--- src/design/ter_defs.vh ---
// Purpose: register map, field positions, reset values and codes of the trigger/readout block
// Assumes: APB with 32-bit data, one aligned word per register
// Notes:   included by ter_top.v and by the property checker and bench (not by the core model)
`ifndef TER_DEFS_VH
`define TER_DEFS_VH

// register byte offsets
`define TER_OFS_CTRL      8'h00
`define TER_OFS_CMD       8'h04
`define TER_OFS_STATUS    8'h08
`define TER_OFS_IRQ_STAT  8'h0c
`define TER_OFS_IRQ_MASK  8'h10
`define TER_OFS_ANS0      8'h14
`define TER_OFS_ANS1      8'h18
`define TER_OFS_ANS2      8'h1c

// control register fields
`define TER_CTRL_EDGE_FALL  0
`define TER_CTRL_EXT_SRC    1
`define TER_CTRL_CONT_ON    2
`define TER_CTRL_BIN_FMT    3
`define TER_CTRL_AUTO_RNG   4
`define TER_CTRL_W          5
`define TER_CTRL_RST        5'h00

// command codes, written into the low bits of the command register
`define TER_CMD_FETCH     2'h1
`define TER_CMD_READ      2'h2

// interrupt status and mask fields
`define TER_IRQ_EXEC_ERR  0
`define TER_IRQ_RESULT    1
`define TER_IRQ_W         2
`define TER_IRQ_MASK_RST  2'h0

// fsm state codes
`define TER_ST_IDLE       3'h0
`define TER_ST_WAIT       3'h1
`define TER_ST_RANGE      3'h2
`define TER_ST_MEAS       3'h3
`define TER_ST_CONV       3'h4

// text characters
`define TER_CH_SPACE      8'h20
`define TER_CH_MINUS      8'h2d
`define TER_CH_PLUS       8'h2b
`define TER_CH_DOT        8'h2e
`define TER_CH_EXP        8'h45
`define TER_CH_DIGIT      4'h3

`endif

--- src/design/ter_top.v ---
// Purpose: trigger edge selection and result readout queries behind an APB slave
// Assumes: measurement core on pclk; ext_trigger_input is an asynchronous pin
// Notes:   results formatted as fixed-point text with a range-chosen exponent
`timescale 1ns/10ps
`include "ter_defs.vh"
module ter_top #(
  parameter VAL_W = 25,
  parameter RNG_W = 4
) (
  // apb slave
  input  wire              pclk,
  input  wire              presetn,
  input  wire              psel,
  input  wire              penable,
  input  wire              pwrite,
  input  wire [7:0]        paddr,
  input  wire [31:0]       pwdata,
  output reg  [31:0]       prdata,
  output reg               pready,
  output reg               pslverr,
  // interrupt
  output reg               irq,
  // external control connector
  input  wire              ext_trigger_input,
  // measurement core
  output reg               meas_start,
  input  wire              meas_done,
  input  wire [VAL_W-1:0]  meas_value,
  input  wire [RNG_W-1:0]  meas_range,
  input  wire              meas_over,
  input  wire              meas_fault,
  output reg               range_req,
  input  wire              range_done
);
  localparam TXT_CH = 12;

  // range -> {integer digits, fraction digits, exponent negative, exponent digit}
  function [10:0] range_fmt;
    input [RNG_W-1:0] r;
    begin
      case (r)
        4'd0:    range_fmt = {3'd3, 3'd4, 1'b1, 4'd3};
        4'd1:    range_fmt = {3'd4, 3'd3, 1'b1, 4'd3};
        4'd2:    range_fmt = {3'd2, 3'd5, 1'b0, 4'd0};
        4'd3:    range_fmt = {3'd3, 3'd4, 1'b0, 4'd0};
        4'd4:    range_fmt = {3'd4, 3'd3, 1'b0, 4'd0};
        4'd5:    range_fmt = {3'd2, 3'd4, 1'b0, 4'd3};
        4'd6:    range_fmt = {3'd3, 3'd4, 1'b0, 4'd3};
        4'd7:    range_fmt = {3'd4, 3'd3, 1'b0, 4'd3};
        4'd8:    range_fmt = {3'd2, 3'd5, 1'b0, 4'd6};
        4'd9:    range_fmt = {3'd3, 3'd4, 1'b0, 4'd6};
        default: range_fmt = {3'd3, 3'd4, 1'b0, 4'd6};
      endcase
    end
  endfunction

  function addr_ok;
    input [7:0] a;
    begin
      addr_ok = (a == `TER_OFS_CTRL) || (a == `TER_OFS_CMD) || (a == `TER_OFS_STATUS) ||
                (a == `TER_OFS_IRQ_STAT) || (a == `TER_OFS_IRQ_MASK) ||
                (a == `TER_OFS_ANS0) || (a == `TER_OFS_ANS1) || (a == `TER_OFS_ANS2);
    end
  endfunction

  reg  [`TER_CTRL_W-1:0]  ctrl;
  reg  [`TER_IRQ_W-1:0]   irq_stat;
  reg  [`TER_IRQ_W-1:0]   irq_mask;
  reg  [`TER_IRQ_W-1:0]   next_irq_stat;
  reg  [2:0]              state;
  reg                     read_pend;
  reg                     latest_valid;
  reg  [8*TXT_CH-1:0]     latest_txt;
  reg  [63:0]             latest_bin;
  reg  [95:0]             ans;
  reg  [VAL_W-1:0]        cap_value;
  reg  [RNG_W-1:0]        cap_range;
  reg                     cap_over;
  reg                     cap_fault;
  reg                     bcd_start;
  reg  [2:0]              ext_trigger_input_sync;
  reg                     ext_trigger_input_pulse;
  reg  [31:0]             rd_mux;
  reg  [8*TXT_CH-1:0]     new_txt;
  reg  [7:0]              ch;
  reg  [10:0]             fmt;
  reg  [3:0]              exp_dig;
  reg  [3:0]              dig;
  reg                     exp_neg;
  reg                     special;
  integer                 p;
  integer                 in_i;
  integer                 tot_i;
  integer                 k;
  wire                    bcd_done;
  wire [31:0]             bcd;
  wire [VAL_W-1:0]        mag;
  wire [63:0]             new_bin;
  wire                    busy;
  wire                    xfer;
  wire                    wr_done;
  wire                    cmd_wr;
  wire                    cmd_fetch;
  wire                    cmd_read;
  wire                    read_err;
  wire                    ext_trigger_input_now;
  wire                    rd_stat;

  // magnitude of a signed result feeds the digit converter
  assign mag     = cap_value[VAL_W-1] ? (~cap_value + {{(VAL_W-1){1'b0}}, 1'b1}) : cap_value;
  assign new_bin = {{(32-RNG_W-2){1'b0}}, cap_fault, cap_over, cap_range,
                    {{(32-VAL_W){cap_value[VAL_W-1]}}, cap_value}};

  // holding pready low stalls the command until the result has been converted
  assign busy      = read_pend && (state != `TER_ST_WAIT) && (state != `TER_ST_IDLE);
  assign xfer      = psel && penable && pready;
  assign wr_done   = xfer && pwrite && !pslverr;
  assign cmd_wr    = wr_done && (paddr == `TER_OFS_CMD);
  assign cmd_fetch = cmd_wr && (pwdata[1:0] == `TER_CMD_FETCH);
  assign cmd_read  = cmd_wr && (pwdata[1:0] == `TER_CMD_READ);
  assign read_err  = cmd_read && (ctrl[`TER_CTRL_CONT_ON] || (state == `TER_ST_WAIT));
  assign rd_stat   = xfer && !pwrite && (paddr == `TER_OFS_IRQ_STAT);
  assign ext_trigger_input_now  = ctrl[`TER_CTRL_EXT_SRC] ? ext_trigger_input_pulse : 1'b1;

  ter_bcd #(
    .BIN_W  (24),
    .DIGITS (8)
  ) u_bcd (
    .pclk    (pclk),
    .presetn (presetn),
    .start   (bcd_start),
    .bin     (mag[23:0]),
    .done    (bcd_done),
    .bcd     (bcd)
  );

  // two flops before use, third only for edge detection
  always @(posedge pclk or negedge presetn) begin
    if (!presetn) begin
      ext_trigger_input_sync  <= 3'h0;
      ext_trigger_input_pulse <= 1'b0;
    end else begin
      ext_trigger_input_sync  <= {ext_trigger_input_sync[1:0], ext_trigger_input};
      ext_trigger_input_pulse <= ctrl[`TER_CTRL_EDGE_FALL] ? (ext_trigger_input_sync[2] & ~ext_trigger_input_sync[1]) :
                                                (~ext_trigger_input_sync[2] & ext_trigger_input_sync[1]);
    end
  end

  // result text assembly
  always @* begin
    fmt     = range_fmt(cap_range);
    in_i    = fmt[10:8];
    // over-range and fault always show seven digits, whatever the range
    tot_i   = (cap_over | cap_fault) ? 7 : fmt[10:8] + fmt[7:5];
    special = cap_over | cap_fault;
    exp_neg = fmt[4] & ~special;
    exp_dig = fmt[3:0];
    if (cap_fault)
      exp_dig = 4'd11 - {1'b0, fmt[10:8]};
    else if (cap_over)
      exp_dig = 4'd10 - {1'b0, fmt[10:8]};
    new_txt = {8*TXT_CH{1'b0}};
    ch      = `TER_CH_SPACE;
    dig     = 4'h0;
    k       = 0;
    for (p = 0; p < TXT_CH; p = p + 1) begin
      k = (p <= in_i) ? p - 1 : p - 2;
      if (special)
        dig = (k == 0) ? 4'h1 : 4'h0;
      else if (k >= 0 && k < tot_i)
        dig = bcd[4*(tot_i-1-k) +: 4];
      else
        dig = 4'h0;
      if (p == 0)
        ch = (cap_value[VAL_W-1] && !cap_fault) ? `TER_CH_MINUS : `TER_CH_SPACE;
      else if (p <= in_i)
        ch = {`TER_CH_DIGIT, dig};
      else if (p == in_i + 1)
        ch = `TER_CH_DOT;
      else if (p <= tot_i + 1)
        ch = {`TER_CH_DIGIT, dig};
      else if (p == tot_i + 2)
        ch = `TER_CH_EXP;
      else if (p == tot_i + 3)
        ch = exp_neg ? `TER_CH_MINUS : `TER_CH_PLUS;
      else if (p == tot_i + 4)
        ch = {`TER_CH_DIGIT, exp_dig};
      else
        ch = `TER_CH_SPACE;
      new_txt[8*p +: 8] = ch;
    end
  end

  // measurement sequencer
  always @(posedge pclk or negedge presetn) begin
    if (!presetn) begin
      state        <= `TER_ST_IDLE;
      read_pend    <= 1'b0;
      meas_start   <= 1'b0;
      range_req    <= 1'b0;
      bcd_start    <= 1'b0;
      cap_value    <= {VAL_W{1'b0}};
      cap_range    <= {RNG_W{1'b0}};
      cap_over     <= 1'b0;
      cap_fault    <= 1'b0;
      latest_txt   <= {8*TXT_CH{1'b0}};
      latest_bin   <= 64'h0;
      latest_valid <= 1'b0;
      ans          <= 96'h0;
    end else begin
      meas_start <= 1'b0;
      range_req  <= 1'b0;
      bcd_start  <= 1'b0;
      if (cmd_fetch)
        ans <= ctrl[`TER_CTRL_BIN_FMT] ? {32'h0, latest_bin} : latest_txt;
      case (state)
        `TER_ST_IDLE: begin
          if (cmd_read && !read_err) begin
            read_pend <= 1'b1;
            state     <= `TER_ST_WAIT;
          end else if (ctrl[`TER_CTRL_CONT_ON])
            state <= `TER_ST_WAIT;
        end
        `TER_ST_WAIT: begin
          if (ext_trigger_input_now) begin
            if (ctrl[`TER_CTRL_AUTO_RNG]) begin
              range_req <= 1'b1;
              state     <= `TER_ST_RANGE;
            end else begin
              meas_start <= 1'b1;
              state      <= `TER_ST_MEAS;
            end
          end else if (!ctrl[`TER_CTRL_CONT_ON] && !read_pend)
            state <= `TER_ST_IDLE;
        end
        `TER_ST_RANGE: begin
          if (range_done) begin
            meas_start <= 1'b1;
            state      <= `TER_ST_MEAS;
          end
        end
        `TER_ST_MEAS: begin
          if (meas_done) begin
            cap_value <= meas_value;
            cap_range <= meas_range;
            cap_over  <= meas_over;
            cap_fault <= meas_fault;
            bcd_start <= 1'b1;
            state     <= `TER_ST_CONV;
          end
        end
        `TER_ST_CONV: begin
          if (bcd_done) begin
            latest_txt   <= new_txt;
            latest_bin   <= new_bin;
            latest_valid <= 1'b1;
            if (read_pend)
              ans <= ctrl[`TER_CTRL_BIN_FMT] ? {32'h0, new_bin} : new_txt;
            read_pend <= 1'b0;
            state     <= ctrl[`TER_CTRL_CONT_ON] ? `TER_ST_WAIT : `TER_ST_IDLE;
          end
        end
        default: state <= `TER_ST_IDLE;
      endcase
    end
  end

  // read mux
  always @* begin
    case (paddr)
      `TER_OFS_CTRL:     rd_mux = {{(32-`TER_CTRL_W){1'b0}}, ctrl};
      `TER_OFS_STATUS:   rd_mux = {27'h0, latest_valid, busy, state};
      `TER_OFS_IRQ_STAT: rd_mux = {30'h0, irq_stat};
      `TER_OFS_IRQ_MASK: rd_mux = {30'h0, irq_mask};
      `TER_OFS_ANS0:     rd_mux = ans[31:0];
      `TER_OFS_ANS1:     rd_mux = ans[63:32];
      `TER_OFS_ANS2:     rd_mux = ans[95:64];
      default:           rd_mux = 32'h0;
    endcase
  end

  // set wins over the read clear; only bits shown to software are cleared
  always @* begin
    next_irq_stat = irq_stat & ~(rd_stat ? prdata[`TER_IRQ_W-1:0] : {`TER_IRQ_W{1'b0}});
    if (read_err)
      next_irq_stat[`TER_IRQ_EXEC_ERR] = 1'b1;
    if (state == `TER_ST_CONV && bcd_done && read_pend)
      next_irq_stat[`TER_IRQ_RESULT] = 1'b1;
    if (cmd_fetch)
      next_irq_stat[`TER_IRQ_RESULT] = 1'b1;
  end

  // apb slave: one access cycle, longer only for a held-off command
  always @(posedge pclk or negedge presetn) begin
    if (!presetn) begin
      pready   <= 1'b0;
      pslverr  <= 1'b0;
      prdata   <= 32'h0;
      ctrl     <= `TER_CTRL_RST;
      irq_mask <= `TER_IRQ_MASK_RST;
      irq_stat <= {`TER_IRQ_W{1'b0}};
      irq      <= 1'b0;
    end else begin
      pready <= psel && !(penable && pready) &&
                !(pwrite && (paddr == `TER_OFS_CMD) && busy);
      if (psel && !pready) begin
        prdata  <= pwrite ? 32'h0 : rd_mux;
        pslverr <= !addr_ok(paddr);
      end else if (xfer) begin
        pslverr <= 1'b0;
      end
      if (wr_done && paddr == `TER_OFS_CTRL)
        ctrl <= pwdata[`TER_CTRL_W-1:0];
      if (wr_done && paddr == `TER_OFS_IRQ_MASK)
        irq_mask <= pwdata[`TER_IRQ_W-1:0];
      irq_stat <= next_irq_stat;
      irq      <= |(next_irq_stat & irq_mask);
    end
  end
endmodule

--- src/design/ter_bcd.v ---
// Purpose: sequential binary to packed-bcd converter (shift and add three)
// Assumes: start is a one-cycle pulse, ignored while a conversion runs
// Notes:   takes BIN_W cycles; done pulses one cycle with bcd valid
`timescale 1ns/10ps
module ter_bcd #(
  parameter BIN_W  = 24,
  parameter DIGITS = 8
) (
  // clock and reset
  input  wire                  pclk,
  input  wire                  presetn,
  // request
  input  wire                  start,
  input  wire [BIN_W-1:0]      bin,
  // answer
  output reg                   done,
  output reg  [4*DIGITS-1:0]   bcd
);
  localparam CW = $clog2(BIN_W + 1);

  reg  [BIN_W-1:0]    sh_bin;
  reg  [CW-1:0]       cnt;
  reg                 run;
  reg  [4*DIGITS-1:0] adj;
  integer             d;

  // add three to every digit of five or more before each shift
  always @* begin
    adj = bcd;
    for (d = 0; d < DIGITS; d = d + 1) begin
      if (bcd[4*d +: 4] >= 4'h5)
        adj[4*d +: 4] = bcd[4*d +: 4] + 4'h3;
    end
  end

  always @(posedge pclk or negedge presetn) begin
    if (!presetn) begin
      sh_bin <= {BIN_W{1'b0}};
      bcd    <= {4*DIGITS{1'b0}};
      cnt    <= {CW{1'b0}};
      run    <= 1'b0;
      done   <= 1'b0;
    end else begin
      done <= 1'b0;
      if (start && !run) begin
        sh_bin <= bin;
        bcd    <= {4*DIGITS{1'b0}};
        cnt    <= BIN_W[CW-1:0];
        run    <= 1'b1;
      end else if (run) begin
        {bcd, sh_bin} <= {adj[4*DIGITS-2:0], sh_bin, 1'b0};
        cnt           <= cnt - {{(CW-1){1'b0}}, 1'b1};
        if (cnt == {{(CW-1){1'b0}}, 1'b1}) begin
          run  <= 1'b0;
          done <= 1'b1;
        end
      end
    end
  end
endmodule

--- config.mk ---
export PLATFORM = sky130hd
export DESIGN_NAME = ter_top
export DESIGN_NICKNAME = d
export VERILOG_FILES = /design/src/design/ter_top.v /design/src/design/ter_bcd.v
export VERILOG_INCLUDE_DIRS = /design/src /design/src/design
export SDC_FILE = /design/constraint.sdc
export NUM_CORES = 1
export LEC_CHECK = 0
export BUFFER_PORTS_ARGS = -buffer_cell sky130_fd_sc_hd__buf_2
export CAP_MARGIN = 20
export CELL_PAD_IN_SITES_DETAIL_PLACEMENT = 0
export CELL_PAD_IN_SITES_GLOBAL_PLACEMENT = 1
export CORE_ASPECT_RATIO = 0.75
export CORE_MARGIN = 8
export CORE_UTILIZATION = 46
export CTS_BUF_LIST = sky130_fd_sc_hd__clkbuf_2
export DETAILED_ROUTE_END_ITERATION = 8
export PLACE_DENSITY_LB_ADDON = 0.12
export SYNTH_ARGS = -nofsm -noshare
export SYNTH_HDL_FRONTEND = slang
export SYNTH_SLANG_ARGS = --single-unit
export TNS_END_PERCENT = 10
--- constraint.sdc ---
create_clock -name pclk -period 7.4 [get_ports pclk]
set_input_delay 0.37 -clock pclk [delete_from_list [all_inputs] [get_ports pclk]]
set_output_delay 0.37 -clock pclk [all_outputs]
set_load 0.1 [all_outputs]
==> out/metrics.csv <==
stage,metric,value,unit
setup_path,CP Capture Type,flop,
synthesis,Cells after Synth,2477,
route,DR iter-0 viols,2034,
floorplanning,core area,47600,um2
sta,Setup TNS,0,ps
floorplanning,row cnt,69,
cts,CTS tree,yes,
place,Routability Congestion,0.985,
cts,Max Buffers Root-to-Sink,3,
sta,fin crit share,0.838,
finish,final core occ,0.531,
min_path,hold path cells,4,
setup_path,CP required,8410,ps
floorplanning,DIE AREA,55700,um2
synthesis,post-synth top area share,0.399,
route,drt wl/cell,23.2,um
synthesis,Synth area leader,dfrtp_1,
synthesis,most frequent cell after synthesis,nand2_1,
setup_path,Critical Path Fanout Max,37,
sta,final setup vio count,0,
route,Residual DRC,0,
sta,RSZ-0062 raised after global routing,no,
floorplanning,num ports,116,
global_routing,GRT Residual Overflow,0,
finish,layout overhead on the synthesized area,13.5,%
floorplanning,Die Height,206,um
cts,total CTS buffers,91,
flow_run,maxcap violations,0,
setup_path,startpoint types,flop,
route,Total Wirelength,77400,um
cts,clock-pin slew on the worst setup and hold paths,110,ps
setup_path,critical path class,reg -> reg,
synthesis,Post-synth EDFFs,0,
route,Vias,20400,
setup_path,CP Launch Point,cap_range[1]$_DFFE_PN0P_,
global_routing,vias in the first global route,20100,
synthesis,ys async rst share,1.00,
setup_path,path depth of the worst reg2reg path,18,
cts,Clock Latency Late Sink,1100,ps
sta,Final Hold Vio Count,0,
route,number of antenna-violating nets in the routed design,0,
finish,fraction of layout cells with a size suffix above 1,0.142,
route,DR pass1 iterations,8,
min_path,HP Start,pwdata[0],
place,Final HPWL DP,52100,um
min_path,hold crit path type,in -> reg,
sta,Slew Limit Fails,0,
synthesis,dominant cells by area after synthesis,"dfrtp_1, nand2_1, mux4_2, o21ai_0, ha_1",
synthesis,post-synth cell types,94,
finish,nets,2790,
setup_path,RR Startpoint,cap_range[1]$_DFFE_PN0P_,
place,I/O Buffers,88,
route,Via density,6.11,
synthesis,Mapped Area,22300,um2
synthesis,Syn. warnings,4,
sta,Worst Tran Pin Value,1170,ps
finish,Fillers,4416,
run_status,outcome,"complete, no violations",
sta,Final Critical Period,6200,ps
sta,Setup Skew,84.7,ps
sta,f_max,0.161,GHz
global_routing,overall routing resource usage,0.275,
synthesis,most common library cells after synthesis,"nand2_1, dfrtp_1, o21ai_0",
floorplanning,Die X,270,um
global_routing,first-pass GRT wire length,120000,um
synthesis,Syn Area/Cell,8.98,um2
global_routing,largest net degree at the start of global routing,158,
global_routing,initial antenna violation count,1,
cts,CTS root buffer,clkbuf_2,
synthesis,sequential fraction of the synthesis area,0.399,
synthesis,Post-synth top flop,dfrtp_1,
cts,Clock Sinks,355,
floorplanning,Initial Util,0.468,
synthesis,flop and latch count out of synthesis,355,
cts,H-Tree Depth,3,
sta,Slew HR,0.223,
setup_path,WP data arrival,7220,ps
==> state kept, by name (all words and copies together), names as in the netlist, 3 cells and up <==
signal and cells:
ans 96, latest_txt 79, prdata 32, u_bcd.bcd 32, latest_bin 31, cap_value 25, u_bcd.sh_bin 24, ctrl 5
u_bcd.cnt 5, cap_range 4, ext_trigger_input_sync 3, state 3
==> routing by layer <==
metal / vias to the layer above / track usage / part of all wire
met3: 151 / 0.0664 / 0.089
met4: 0 / 0.0940 / 0.028
met2: 908 / 0.413 / 0.44
met1: 10100 / 0.387 / 0.45
met5: - / 0 / 0
li1: 9234 / - / -
==> logic make-up (layout without fill, tap and decap cells) <==
group,Yosys count,in the layout,synth area share
AOI/OAI and AO/OA,707,707,0.201
xor gates and xnor gates,44,44,0.0207
adders and majority gates,80,80,0.0463
buffers and inverters,270,471,0.0490
DFF,355,355,0.399
muxes,159,159,0.112
other,2,17,0.000338
and+or+nand+nor,860,860,0.171
==> what timing repair did <==
| item | 4_1_cts | 5_1_grt |
|---|---|---|
| setup buffers | 0 | 0 |
| endpoints found under the setup margin | 0 | 0 |
| hold buffers | 134 | 0 |
| endpoints found under the hold margin | 389 | 0 |
| resized for setup | 0 | 0 |
==> critical path, stage by stage (launching register included) <==
cell,delay (ps)
dfrtp_1,440
inv_1,100
ha_1,300
nand2b_1,170
and2_1,170
o21ai_0,430
ha_1,330
buf_4,200
or3_1,610
clkinv_2,130
ha_1,640
xnor2_4,360
inv_6,380
ha_1,240
a21boi_0,150
a2111oi_0,800
and2_1,270
a32oi_1,170
o221ai_1,220
==> cell usage in the layout, fill, tap and decap left out, drive strengths merged, types with 10 or more instances in the layout <==
cell         instances
a211oi              10
a21o                12
a21oi              151
a22o                29
a22oi               21
a31oi               16
a32oi               17
and3                24
buf                124
clkbuf             119
clkinv              29
conb                14
dfrtp              355
dlygate4sd3        133
ha                  76
inv                 62
mux2                11
mux2i               77
mux4                71
nand2              501
nand2b              28
nand3               52
nand3b              11
nor2               109
nor2b               14
nor3                49
nor4                11
o211ai              34
o21a                12
o21ai              269
o221ai              14
o22ai               16
o31ai               40
or3                 16
xnor2               22
xor2                21
==> path summary, 6_finish.rpt <==
check                                                            to  slack (ps)
worst min register to register  ext_trigger_input_sync[1]$_DFF_PN0_         370
worst min-delay path                        irq_mask[0]$_DFFE_PN0P_         200
worst max-delay path                              ans[89]$_DFF_PN0_        1200
worst max register to register                    ans[89]$_DFF_PN0_        1200
min in group asynchronous              u_bcd.sh_bin[11]$_DFFE_PN0P_         500
max in group asynchronous                    prdata[16]$_DFFE_PN0P_        5960
==> final cells by class <==
class / count / area (um2) / area share
antenna: 3 / 7.51 / 0.000297
clock buffer: 119 / 596 / 0.0236
clock inverter: 33 / 225 / 0.00892
inverter: 62 / 241 / 0.00956
multi-input combinational: 1864 / 12400 / 0.490
sequential: 355 / 8890 / 0.352
tap: 639 / 800 / 0.0317
timing repair buffer: 257 / 2110 / 0.0835
==> metrics by stage <==
stage	setup slack [ps]	hold WS, ps	cells	instance area, um2
floorplan	2040	74.4	2489	22300
global placement	1380	344	3041	23000
detailed placement	1400	336	3043	23100
CTS	1370	25.3	3329	25200
global route	904	83.5	3331	25200
finish	1200	198	3332	25200
Power is not shown: default switching activity piles up to over one toggle a cycle in this logic, so the estimate is an artifact.
